`src/design/dpsm_pkg.sv`:
```
// Shared constants for the per-path data path sequencer.
// Assumes an 8-lane module with an 8-bit plain register port.
package dpsm_pkg;

	// Geometry
	localparam int NUM_LANES = 8;
	localparam int NUM_PATHS = 8;
	localparam int PATH_W    = 3;
	localparam int ADDR_W    = 6;
	localparam int DATA_W    = 8;
	localparam int ADV_SLOTS = 15;

	// Path states, one per data path
	typedef enum logic [1:0] {
		path_idle_state     = 2'b00,
		path_starting_state = 2'b01,
		path_live_state     = 2'b10,
		path_stopping_state = 2'b11
	} dpsm_state_t;

	// Register offsets on the plain port
	localparam logic [ADDR_W-1:0] ADDR_POWER_UP   = 6'h00;
	localparam logic [ADDR_W-1:0] ADDR_CTRL       = 6'h01;
	localparam logic [ADDR_W-1:0] ADDR_TX_DISABLE = 6'h02;
	localparam logic [ADDR_W-1:0] ADDR_TX_SQUELCH = 6'h03;
	localparam logic [ADDR_W-1:0] ADDR_RX_DISABLE = 6'h04;
	localparam logic [ADDR_W-1:0] ADDR_RECONFIG   = 6'h05;
	localparam logic [ADDR_W-1:0] ADDR_START_LIM  = 6'h06;
	localparam logic [ADDR_W-1:0] ADDR_STOP_LIM   = 6'h07;
	localparam logic [ADDR_W-1:0] ADDR_CHANGED    = 6'h08;
	localparam logic [ADDR_W-1:0] ADDR_LANE_CFG   = 6'h10;
	localparam logic [ADDR_W-1:0] ADDR_LANE_STATE = 6'h18;
	localparam logic [ADDR_W-1:0] ADDR_ADV_BASE   = 6'h20;

	// Field positions
	localparam int CTRL_FLP_BIT     = 0;
	localparam int CTRL_PASSIVE_BIT = 1;
	localparam int LANE_APP_LSB     = 4;
	localparam int LANE_APP_W       = 4;

	// Reset values and fixed codes
	localparam logic [LANE_APP_W-1:0] APP_DEFAULT  = 4'h1;
	localparam logic [PATH_W-1:0]     PATH_DEFAULT = 3'h0;
	localparam logic [DATA_W-1:0]     ADV_END_CODE = 8'hFF;
	localparam logic [DATA_W-1:0]     LIMIT_RESET  = 8'h01;

	// Codes reported in the per-lane state registers
	localparam logic [3:0] RPT_NONE     = 4'h0;
	localparam logic [3:0] RPT_IDLE     = 4'h1;
	localparam logic [3:0] RPT_STARTING = 4'h2;
	localparam logic [3:0] RPT_LIVE     = 4'h3;
	localparam logic [3:0] RPT_STOPPING = 4'h4;

endpackage

```
`src/design/dpsm_sequencer.sv`:
```
// Data path sequencer: one independent state machine per data path,
// per-lane output quiescence, state reporting and change flags.
// Assumes a synchronous host register port and synchronous hardware
// inputs (module reset, low-power request, per-path done strobes).
`timescale 1ns/1ps
`default_nettype none

////////////////////////////////////////////////////////////////////////
// Summary of operation
// - All lanes of a path move together
// - One independent state machine per path
// - Other paths untouched by one path's change
// - Idle waits forever for host; live also leaves on reset or low power
// - Zero limit hides transient state and flag; reset still flags
// - Idle to starting only when all bits set
// - Lane outputs quiet in idle, starting, stopping
// - Starting to live when initialization completes
// - Reset returns starting or live to idle
// - Live outputs follow disable and squelch controls
// - Live stops on bits cleared or low power
// - Stopping to idle on done or reset
// - One state per path, reported per lane
// - Flag set on module-initiated transitions
// - No flag on host-initiated transitions
// - Passive copper reports no state
// - Advertised list ends with all-ones code
// - Lanes default to application select one
// - Flags clear only on host read
// - Transmit enabled together with receive on entry to live
module dpsm_sequencer
	import dpsm_pkg::*;
#(
	parameter int                ADV_COUNT     = 1,
	parameter logic [DATA_W-1:0] ADV_BASE_CODE = 8'h01 // Arbitrary value
) (
	// Clock and reset
	input  wire logic                 core_clk,
	input  wire logic                 rst_n,
	// Register port
	input  wire logic [ADDR_W-1:0]    reg_addr,
	input  wire logic [DATA_W-1:0]    reg_wdata,
	input  wire logic                 reg_wr,
	input  wire logic                 reg_rd,
	output logic      [DATA_W-1:0]    reg_rdata,
	// Hardware control signals
	input  wire logic                 mod_reset,
	input  wire logic                 low_power_req,
	// Per-path handshake with data path electronics
	input  wire logic [NUM_PATHS-1:0] start_done,
	input  wire logic [NUM_PATHS-1:0] stop_done,
	output logic      [NUM_PATHS-1:0] path_start_go,
	output logic      [NUM_PATHS-1:0] path_stop_go,
	// Per-lane output enables
	output logic      [NUM_LANES-1:0] tx_out_en,
	output logic      [NUM_LANES-1:0] rx_out_en
);

	////////////////////////////////////////////////////////////////////
	// Helpers

	// Report code for a state
	function automatic logic [3:0] rpt_code(input dpsm_state_t st);
		logic [3:0] code;
		code = RPT_IDLE;
		unique case (st)
			path_idle_state:     code = RPT_IDLE;
			path_starting_state: code = RPT_STARTING;
			path_live_state:     code = RPT_LIVE;
			path_stopping_state: code = RPT_STOPPING;
		endcase
		return code;
	endfunction

	// Host interface code of an advertising slot, end marker after list
	function automatic logic [DATA_W-1:0] adv_code(input int slot);
		logic [DATA_W-1:0] code;
		code = ADV_END_CODE;
		if (slot < ADV_COUNT) begin
			code = ADV_BASE_CODE + DATA_W'(slot);
		end
		return code;
	endfunction

	////////////////////////////////////////////////////////////////////
	// Register storage

	logic [NUM_LANES-1:0]  pwr_up_ff;
	logic                  force_lp_ff;
	logic                  passive_ff;
	logic [NUM_LANES-1:0]  tx_dis_ff;
	logic [NUM_LANES-1:0]  tx_sq_ff;
	logic [NUM_LANES-1:0]  rx_dis_ff;
	logic [DATA_W-1:0]     start_lim_ff;
	logic [DATA_W-1:0]     stop_lim_ff;
	logic [NUM_PATHS-1:0]  chg_ff;
	logic [LANE_APP_W-1:0] lane_app_ff  [NUM_LANES];
	logic [PATH_W-1:0]     lane_path_ff [NUM_LANES];
	dpsm_state_t           state_ff     [NUM_PATHS];
	dpsm_state_t           nxt_state    [NUM_PATHS];
	dpsm_state_t           rpt_ff       [NUM_PATHS];
	logic [NUM_PATHS-1:0]  chg_set;
	logic [NUM_PATHS-1:0]  rpt_upd;
	logic [NUM_PATHS-1:0]  pup_all;
	logic [NUM_PATHS-1:0]  reconf_req;
	logic                  chg_rd;
	logic [DATA_W-1:0]     nxt_rdata;

	assign reconf_req = (reg_wr && reg_addr == ADDR_RECONFIG) ?
		reg_wdata : '0;
	assign chg_rd     = reg_rd && reg_addr == ADDR_CHANGED;

	// Control and option registers
	always_ff @(posedge core_clk or negedge rst_n) begin
		if (!rst_n) begin
			pwr_up_ff    <= '0;
			force_lp_ff  <= 1'b0;
			passive_ff   <= 1'b0;
			tx_dis_ff    <= '0;
			tx_sq_ff     <= '0;
			rx_dis_ff    <= '0;
			start_lim_ff <= LIMIT_RESET;
			stop_lim_ff  <= LIMIT_RESET;
		end else if (reg_wr) begin
			unique case (reg_addr)
				ADDR_POWER_UP:   pwr_up_ff    <= reg_wdata;
				ADDR_CTRL: begin
					force_lp_ff <= reg_wdata[CTRL_FLP_BIT];
					passive_ff  <= reg_wdata[CTRL_PASSIVE_BIT];
				end
				ADDR_TX_DISABLE: tx_dis_ff    <= reg_wdata;
				ADDR_TX_SQUELCH: tx_sq_ff     <= reg_wdata;
				ADDR_RX_DISABLE: rx_dis_ff    <= reg_wdata;
				ADDR_START_LIM:  start_lim_ff <= reg_wdata;
				ADDR_STOP_LIM:   stop_lim_ff  <= reg_wdata;
				default: ;
			endcase
		end
	end

	// default app select
	// Lane configuration: application select and owning path
	always_ff @(posedge core_clk or negedge rst_n) begin
		if (!rst_n) begin
			for (int l = 0; l < NUM_LANES; l++) begin
				lane_app_ff[l]  <= APP_DEFAULT;
				lane_path_ff[l] <= PATH_DEFAULT;
			end
		end else if (reg_wr) begin
			for (int l = 0; l < NUM_LANES; l++) begin
				if (reg_addr == ADDR_LANE_CFG + ADDR_W'(l)) begin
					lane_app_ff[l]  <= reg_wdata[LANE_APP_LSB +: LANE_APP_W];
					lane_path_ff[l] <= reg_wdata[PATH_W-1:0];
				end
			end
		end
	end

	////////////////////////////////////////////////////////////////////
	// Path state machines

	// group power-up test
	// A path is requested up only when every one of its lanes has its bit
	always_comb begin
		logic [NUM_LANES-1:0] mask;
		mask    = '0;
		pup_all = '0;
		for (int p = 0; p < NUM_PATHS; p++) begin
			for (int l = 0; l < NUM_LANES; l++) begin
				mask[l] = (lane_path_ff[l] == PATH_W'(p));
			end
			pup_all[p] = (mask != '0) && ((pwr_up_ff & mask) == mask);
		end
	end
	// paths kept independent
	// Each path is evaluated on its own inputs only, so no path disturbs
	// another.
	always_comb begin
		for (int p = 0; p < NUM_PATHS; p++) begin
			nxt_state[p] = state_ff[p];
			chg_set[p]   = 1'b0;
			rpt_upd[p]   = 1'b0;
			unique case (state_ff[p])
				path_idle_state: begin
					if (!mod_reset && pup_all[p]) begin
						nxt_state[p] = path_starting_state;
						rpt_upd[p]   = (start_lim_ff != '0);
					end
				end
				path_starting_state: begin
					if (mod_reset) begin
						nxt_state[p] = path_idle_state;
						chg_set[p]   = 1'b1;
						rpt_upd[p]   = 1'b1;
					end else if (start_done[p]) begin
						nxt_state[p] = path_live_state;
						chg_set[p]   = (start_lim_ff != '0);
						rpt_upd[p]   = 1'b1;
					end
				end
				path_live_state: begin
					if (mod_reset) begin
						nxt_state[p] = path_idle_state;
						chg_set[p]   = 1'b1;
						rpt_upd[p]   = 1'b1;
					end else if (!pup_all[p] || force_lp_ff || low_power_req) begin
						nxt_state[p] = path_stopping_state;
						rpt_upd[p]   = (stop_lim_ff != '0);
					end else if (reconf_req[p]) begin
						nxt_state[p] = path_starting_state;
						rpt_upd[p]   = (start_lim_ff != '0);
					end
				end
				path_stopping_state: begin
					if (mod_reset || stop_done[p]) begin
						nxt_state[p] = path_idle_state;
						chg_set[p]   = (stop_lim_ff != '0) || mod_reset;
						rpt_upd[p]   = 1'b1;
					end
				end
			endcase
		end
	end

	always_ff @(posedge core_clk or negedge rst_n) begin
		if (!rst_n) begin
			for (int p = 0; p < NUM_PATHS; p++) begin
				state_ff[p] <= path_idle_state;
			end
		end else begin
			for (int p = 0; p < NUM_PATHS; p++) begin
				state_ff[p] <= nxt_state[p];
			end
		end
	end

	// hide zero-limit transients
	// The reported state skips transient states with a zero limit,
	// so a host polling never sees a state that it was told is instant.
	always_ff @(posedge core_clk or negedge rst_n) begin
		if (!rst_n) begin
			for (int p = 0; p < NUM_PATHS; p++) begin
				rpt_ff[p] <= path_idle_state;
			end
		end else begin
			for (int p = 0; p < NUM_PATHS; p++) begin
				if (rpt_upd[p]) begin
					rpt_ff[p] <= nxt_state[p];
				end
			end
		end
	end

	// sticky, read clears
	// Set wins over the clear so an event in the read cycle is not lost
	always_ff @(posedge core_clk or negedge rst_n) begin
		if (!rst_n) begin
			chg_ff <= '0;
		end else begin
			chg_ff <= (chg_rd ? '0 : chg_ff) | chg_set;
		end
	end
	////////////////////////////////////////////////////////////////////
	// Outputs
	// Electronics handshakes follow the next state of each path
	always_ff @(posedge core_clk or negedge rst_n) begin
		if (!rst_n) begin
			path_start_go <= '0;
			path_stop_go  <= '0;
		end else begin
			for (int p = 0; p < NUM_PATHS; p++) begin
				path_start_go[p] <= (nxt_state[p] == path_starting_state);
				path_stop_go[p]  <= (nxt_state[p] == path_stopping_state);
			end
		end
	end

	// tx enabled on entry to live, unless disabled or squelched
	always_ff @(posedge core_clk or negedge rst_n) begin
		if (!rst_n) begin
			tx_out_en <= '0;
			rx_out_en <= '0;
		end else begin
			for (int l = 0; l < NUM_LANES; l++) begin
				tx_out_en[l] <= (nxt_state[lane_path_ff[l]] == path_live_state)
					&& !tx_dis_ff[l] && !tx_sq_ff[l];
				rx_out_en[l] <= (nxt_state[lane_path_ff[l]] == path_live_state)
					&& !rx_dis_ff[l];
			end
		end
	end

	// Read data mux; unmapped addresses read zero
	always_comb begin
		nxt_rdata = '0;
		unique case (reg_addr)
			ADDR_POWER_UP:   nxt_rdata = pwr_up_ff;
			ADDR_CTRL: begin
				nxt_rdata[CTRL_FLP_BIT]     = force_lp_ff;
				nxt_rdata[CTRL_PASSIVE_BIT] = passive_ff;
			end
			ADDR_TX_DISABLE: nxt_rdata = tx_dis_ff;
			ADDR_TX_SQUELCH: nxt_rdata = tx_sq_ff;
			ADDR_RX_DISABLE: nxt_rdata = rx_dis_ff;
			ADDR_START_LIM:  nxt_rdata = start_lim_ff;
			ADDR_STOP_LIM:   nxt_rdata = stop_lim_ff;
			ADDR_CHANGED:    nxt_rdata = chg_ff;
			default: ;
		endcase
		for (int l = 0; l < NUM_LANES; l++) begin
			if (reg_addr == ADDR_LANE_CFG + ADDR_W'(l)) begin
				nxt_rdata = {lane_app_ff[l], 1'b0, lane_path_ff[l]};
			end
			if (reg_addr == ADDR_LANE_STATE + ADDR_W'(l / 2)) begin
				nxt_rdata[(l % 2) * 4 +: 4] = passive_ff ? RPT_NONE :
					rpt_code(rpt_ff[lane_path_ff[l]]);
			end
		end
		for (int s = 0; s < ADV_SLOTS; s++) begin
			if (reg_addr == ADDR_ADV_BASE + ADDR_W'(s)) begin
				nxt_rdata = adv_code(s);
			end
		end
	end

	// Read data stands only in the cycle after the read strobe
	always_ff @(posedge core_clk or negedge rst_n) begin
		if (!rst_n) begin
			reg_rdata <= '0;
		end else begin
			reg_rdata <= reg_rd ? nxt_rdata : '0;
		end
	end
endmodule

`default_nettype wire

```
`config.mk`:
```
export PLATFORM = sky130hd
export DESIGN_NAME = dpsm_sequencer
export DESIGN_NICKNAME = d
export VERILOG_FILES = /design/src/design/dpsm_pkg.sv /design/src/design/dpsm_sequencer.sv
export SDC_FILE = /design/constraint.sdc
export NUM_CORES = 1
export LEC_CHECK = 0
export BUFFER_PORTS_ARGS = -buffer_cell sky130_fd_sc_hd__buf_2
export CORE_MARGIN = 3
export CORE_UTILIZATION = 30
export CTS_CLUSTER_DIAMETER = 150
export DETAILED_ROUTE_END_ITERATION = 8
export PLACE_DENSITY = 0.43
export SLEW_MARGIN = 10
export SYNTH_ARGS = -nofsm -noshare
export SYNTH_HDL_FRONTEND = slang
export SYNTH_SLANG_ARGS = --single-unit
```
`constraint.sdc`:
```
create_clock -name core_clk -period 4.4 [get_ports core_clk]
set_clock_uncertainty 0.05 [all_clocks]
set_input_delay 0.66 -clock core_clk [delete_from_list [all_inputs] [get_ports core_clk]]
set_output_delay 0.66 -clock core_clk [all_outputs]
set_load 0.1 [all_outputs]
```
==> impl_metrics.yaml <==
critical_path:
  crit_buf_inv: 2
  crit_family: "compound AO/OA/AOI/OAI gates"
  cpPeakStageDelay_ps: 870
  cp_slowest_cell: "dfrtp_1"
  crit_path_end_kind: "flip-flop"
  cp_max_fo: 18
  startpoint_type: "flip-flop"
  cp_data_arrival_time_ps: 4320
  cp.required_ps: 4710
  path_cells: "inv_1 -> a2111o_1 -> a2111oi_4 -> nor3_2 -> a21oi_1 -> nor4b_1 -> o31ai_1 -> buf_4 -> a311oi_1"
  critical_path_class: "flip-flop to flip-flop"
route:
  drtIter0Drc: 1349
  drtPass1Iterations: 8
  ant_nets: 0
  drt_wl_total_um: 60900
  route.detailed.drc: 0
  wl_per_cell_um: 28.9
  vias: 12748
  vias_per_cell: 6.06
cts:
  clockBufferDepth: 2
  cts_tree: "yes"
  clock_latency_ps: 510
  post-cts-setup-buffer-count: 0
  htreeDepth: 4
  ctsHoldBuffers: 0
  cts_resized: 0
  cts.sinks: 186
  ctsRootBufferMaster: "clkbuf_16"
  cts_buffers: 17
  path_clk_slew_ps: 90
logic_synthesis:
  synthTopCellsByArea: "dfrtp_1, mux2_2, mux4_2"
  synth_flop_cell: "dfrtp_1"
  yosysUniqueCellTypes: 89
  seq_area_frac_synth: 0.350
  avgSynthCellArea_sq_um: 9.20
  synth_largest_area_cell: "dfrtp_1"
  synth_most_common_cell: "dfrtp_1"
  synth.cell_area_sq_um: 13300
  ys_ff_latch: 186
  synth_edf_count: 0
  synth_commonest_cells: "dfrtp_1, nand2_1, o21ai_0"
  yosysTopAreaCellShare: 0.331
  syn_inst: 1448
  yosys_warnings: 0
  syn_nets: 1524
  synthArstFlopShare: 1.00
cells_and_area:
  final-seq-area_sq_um: 4670
  area_delta_synth_final_pct: 13.3
  fin_nets: 1582
  diodes: 0
  layout-drive-gt1-share: 0.222
  nFillCells: 4501
  multi_input_area_sq_um: 7990
power:
  leakage_nw: 6.24
  p_comb_frac: 0.488
  clockPowerShare: 0.188
  p_int_mw: 4.27
  power_density_nw_per_um2: 561
  p_switching_mw: 4.20
  netSwitchingFraction: 0.496
  ir_drop_mv: 0.385
  design_power_total_mw: 8.46
  power.share.sequential: 0.324
placement:
  hpwl_um: 45700
  gp_congestion: 0.944
  io_buffers: 75
global_route:
  grt_max_degree: 71
  antenna_found_initial: 2
  overflow: 0
  grt_pass1_vias: 12414
  grt_usage: 0.261
  grt_pass1_wl_um: 89200
timing:
  finalSetupViolCount: 0
  layout_worst_path_cycle_share: 0.911
  hold_viol: 0
  slew_violations: 0
  period_minus_slack_ps: 4010
  slew_headroom: 0.349
  rsz0062_at_grt: "no"
  tightestPinTransition_ps: 977
  finalSetupTns_ps: 0
  fmax_ghz: 0.249
floorplanning:
  core-area_sq_um: 43500
  start_util: 0.306
  dieArea_sq_um: 47000
  row_count: 76
  die_width_um: 217
  ioPinCount: 76
  dieHeight_um: 217
status:
  status: "completed"
worst_hold_path:
  min_path_type: "input pin to asynchronous set/reset pin"
flow_run:
  drv_cap: 0
[sequential cells by signal, indices dropped and copies added, names as in the netlist, 16 cells and up]
register      flops
lane_app_ff      32
lane_path_ff     24
rpt_ff           16
state_ff         16
[path summary, 6_finish.rpt]
check | depth (start not counted) | slack (ps) | start | endpoint
worst min-delay path | 1 | 130 | rst_n | path_start_go[6]
worst max-delay path | 9 | 390 | lane_path_ff[21] | tx_out_en[5]
max in group asynchronous | 2 | 3280 | rst_n | lane_app_ff[28]
min in group core_clk | 2 | 420 | reg_rd | reg_rdata[7]
worst max register to register | 9 | 390 | lane_path_ff[21] | tx_out_en[5]
worst min register to register | 1 | 420 | tx_dis_ff[2] | tx_out_en[2]
[area by class of cell]
cell class | instances | share of cell area
repair buffers | 144 | 0.0606
clock inverters | 14 | 0.0104
well taps | 585 | 0.0485
inverters | 55 | 0.0137
clock buffers | 18 | 0.0284
multi-input cells | 1102 | 0.529
flip-flops and latches | 186 | 0.309
[through the flow]
step                instance area (sq um)  setup slack, ps   util  hold slack (ps)  cells
floorplan                           13300             1310      -              314   1448
global placement                    14500              158  0.334              412   2072
detailed placement                  14500              162  0.334              416   2072
CTS                                 15100              426  0.347              139   2104
global route                        15100              316  0.347              166   2104
finish                              15100              391  0.347              133   2104
[power by group through the flow]
| stage | Sequential (mW) | Combinational [mW] | Clock (mW) |
|---|---|---|---|
| 2_1_floorplan | 3.00 | 2.38 | 0 |
| 3_3_place_gp | 2.75 | 4.12 | 0 |
| 3_5_place_dp | 2.75 | 4.10 | 0 |
| 4_1_cts | 2.72 | 4.11 | 1.64 |
| 5_1_grt | 2.78 | 4.46 | 1.70 |
| 6_report | 2.74 | 4.13 | 1.59 |
[routing by layer]
metal / share of wire / track usage / vias to the layer above
met2: 0.45 / 0.395 / 597
met1: 0.43 / 0.354 / 6398
met4: 0.044 / 0.114 / 2
met5: 0.00012 / 0 / -
li1: - / - / 5634
met3: 0.081 / 0.0662 / 117
[logic make-up after synthesis]
| family | Yosys count | synth area share |
|---|---|---|
| and+or+nand+nor | 491 | 0.196 |
| AOI/OAI and AO/OA | 434 | 0.226 |
| DFF | 186 | 0.350 |
| buffers and inverters | 160 | 0.0510 |
| muxes | 137 | 0.140 |
| adders and majority gates | 40 | 0.0376 |
[worst register-to-register path, stage by stage (launching register included)]
cell	delay, ps
dfrtp_1	870
inv_1	290
a2111o_1	460
a2111oi_4	380
nor3_2	120
a21oi_1	800
nor4b_1	120
o31ai_1	480
buf_4	210
a311oi_1	90
[placed cells by master, fill, tap and decap left out, types with 37 or more instances in the layout]
cell type,netlist,layout
inv_1,54,54
nor2_1,78,78
ha_1,40,40
mux2_2,91,91
nand3_1,44,44
dfrtp_1,176,176
a21oi_1,76,76
buf_2,33,74
nor3_1,42,42
o21ai_0,114,114
nand2_1,145,145
nor2b_1,37,37
buf_4,4,68
(Power assumes the default switching activity.)
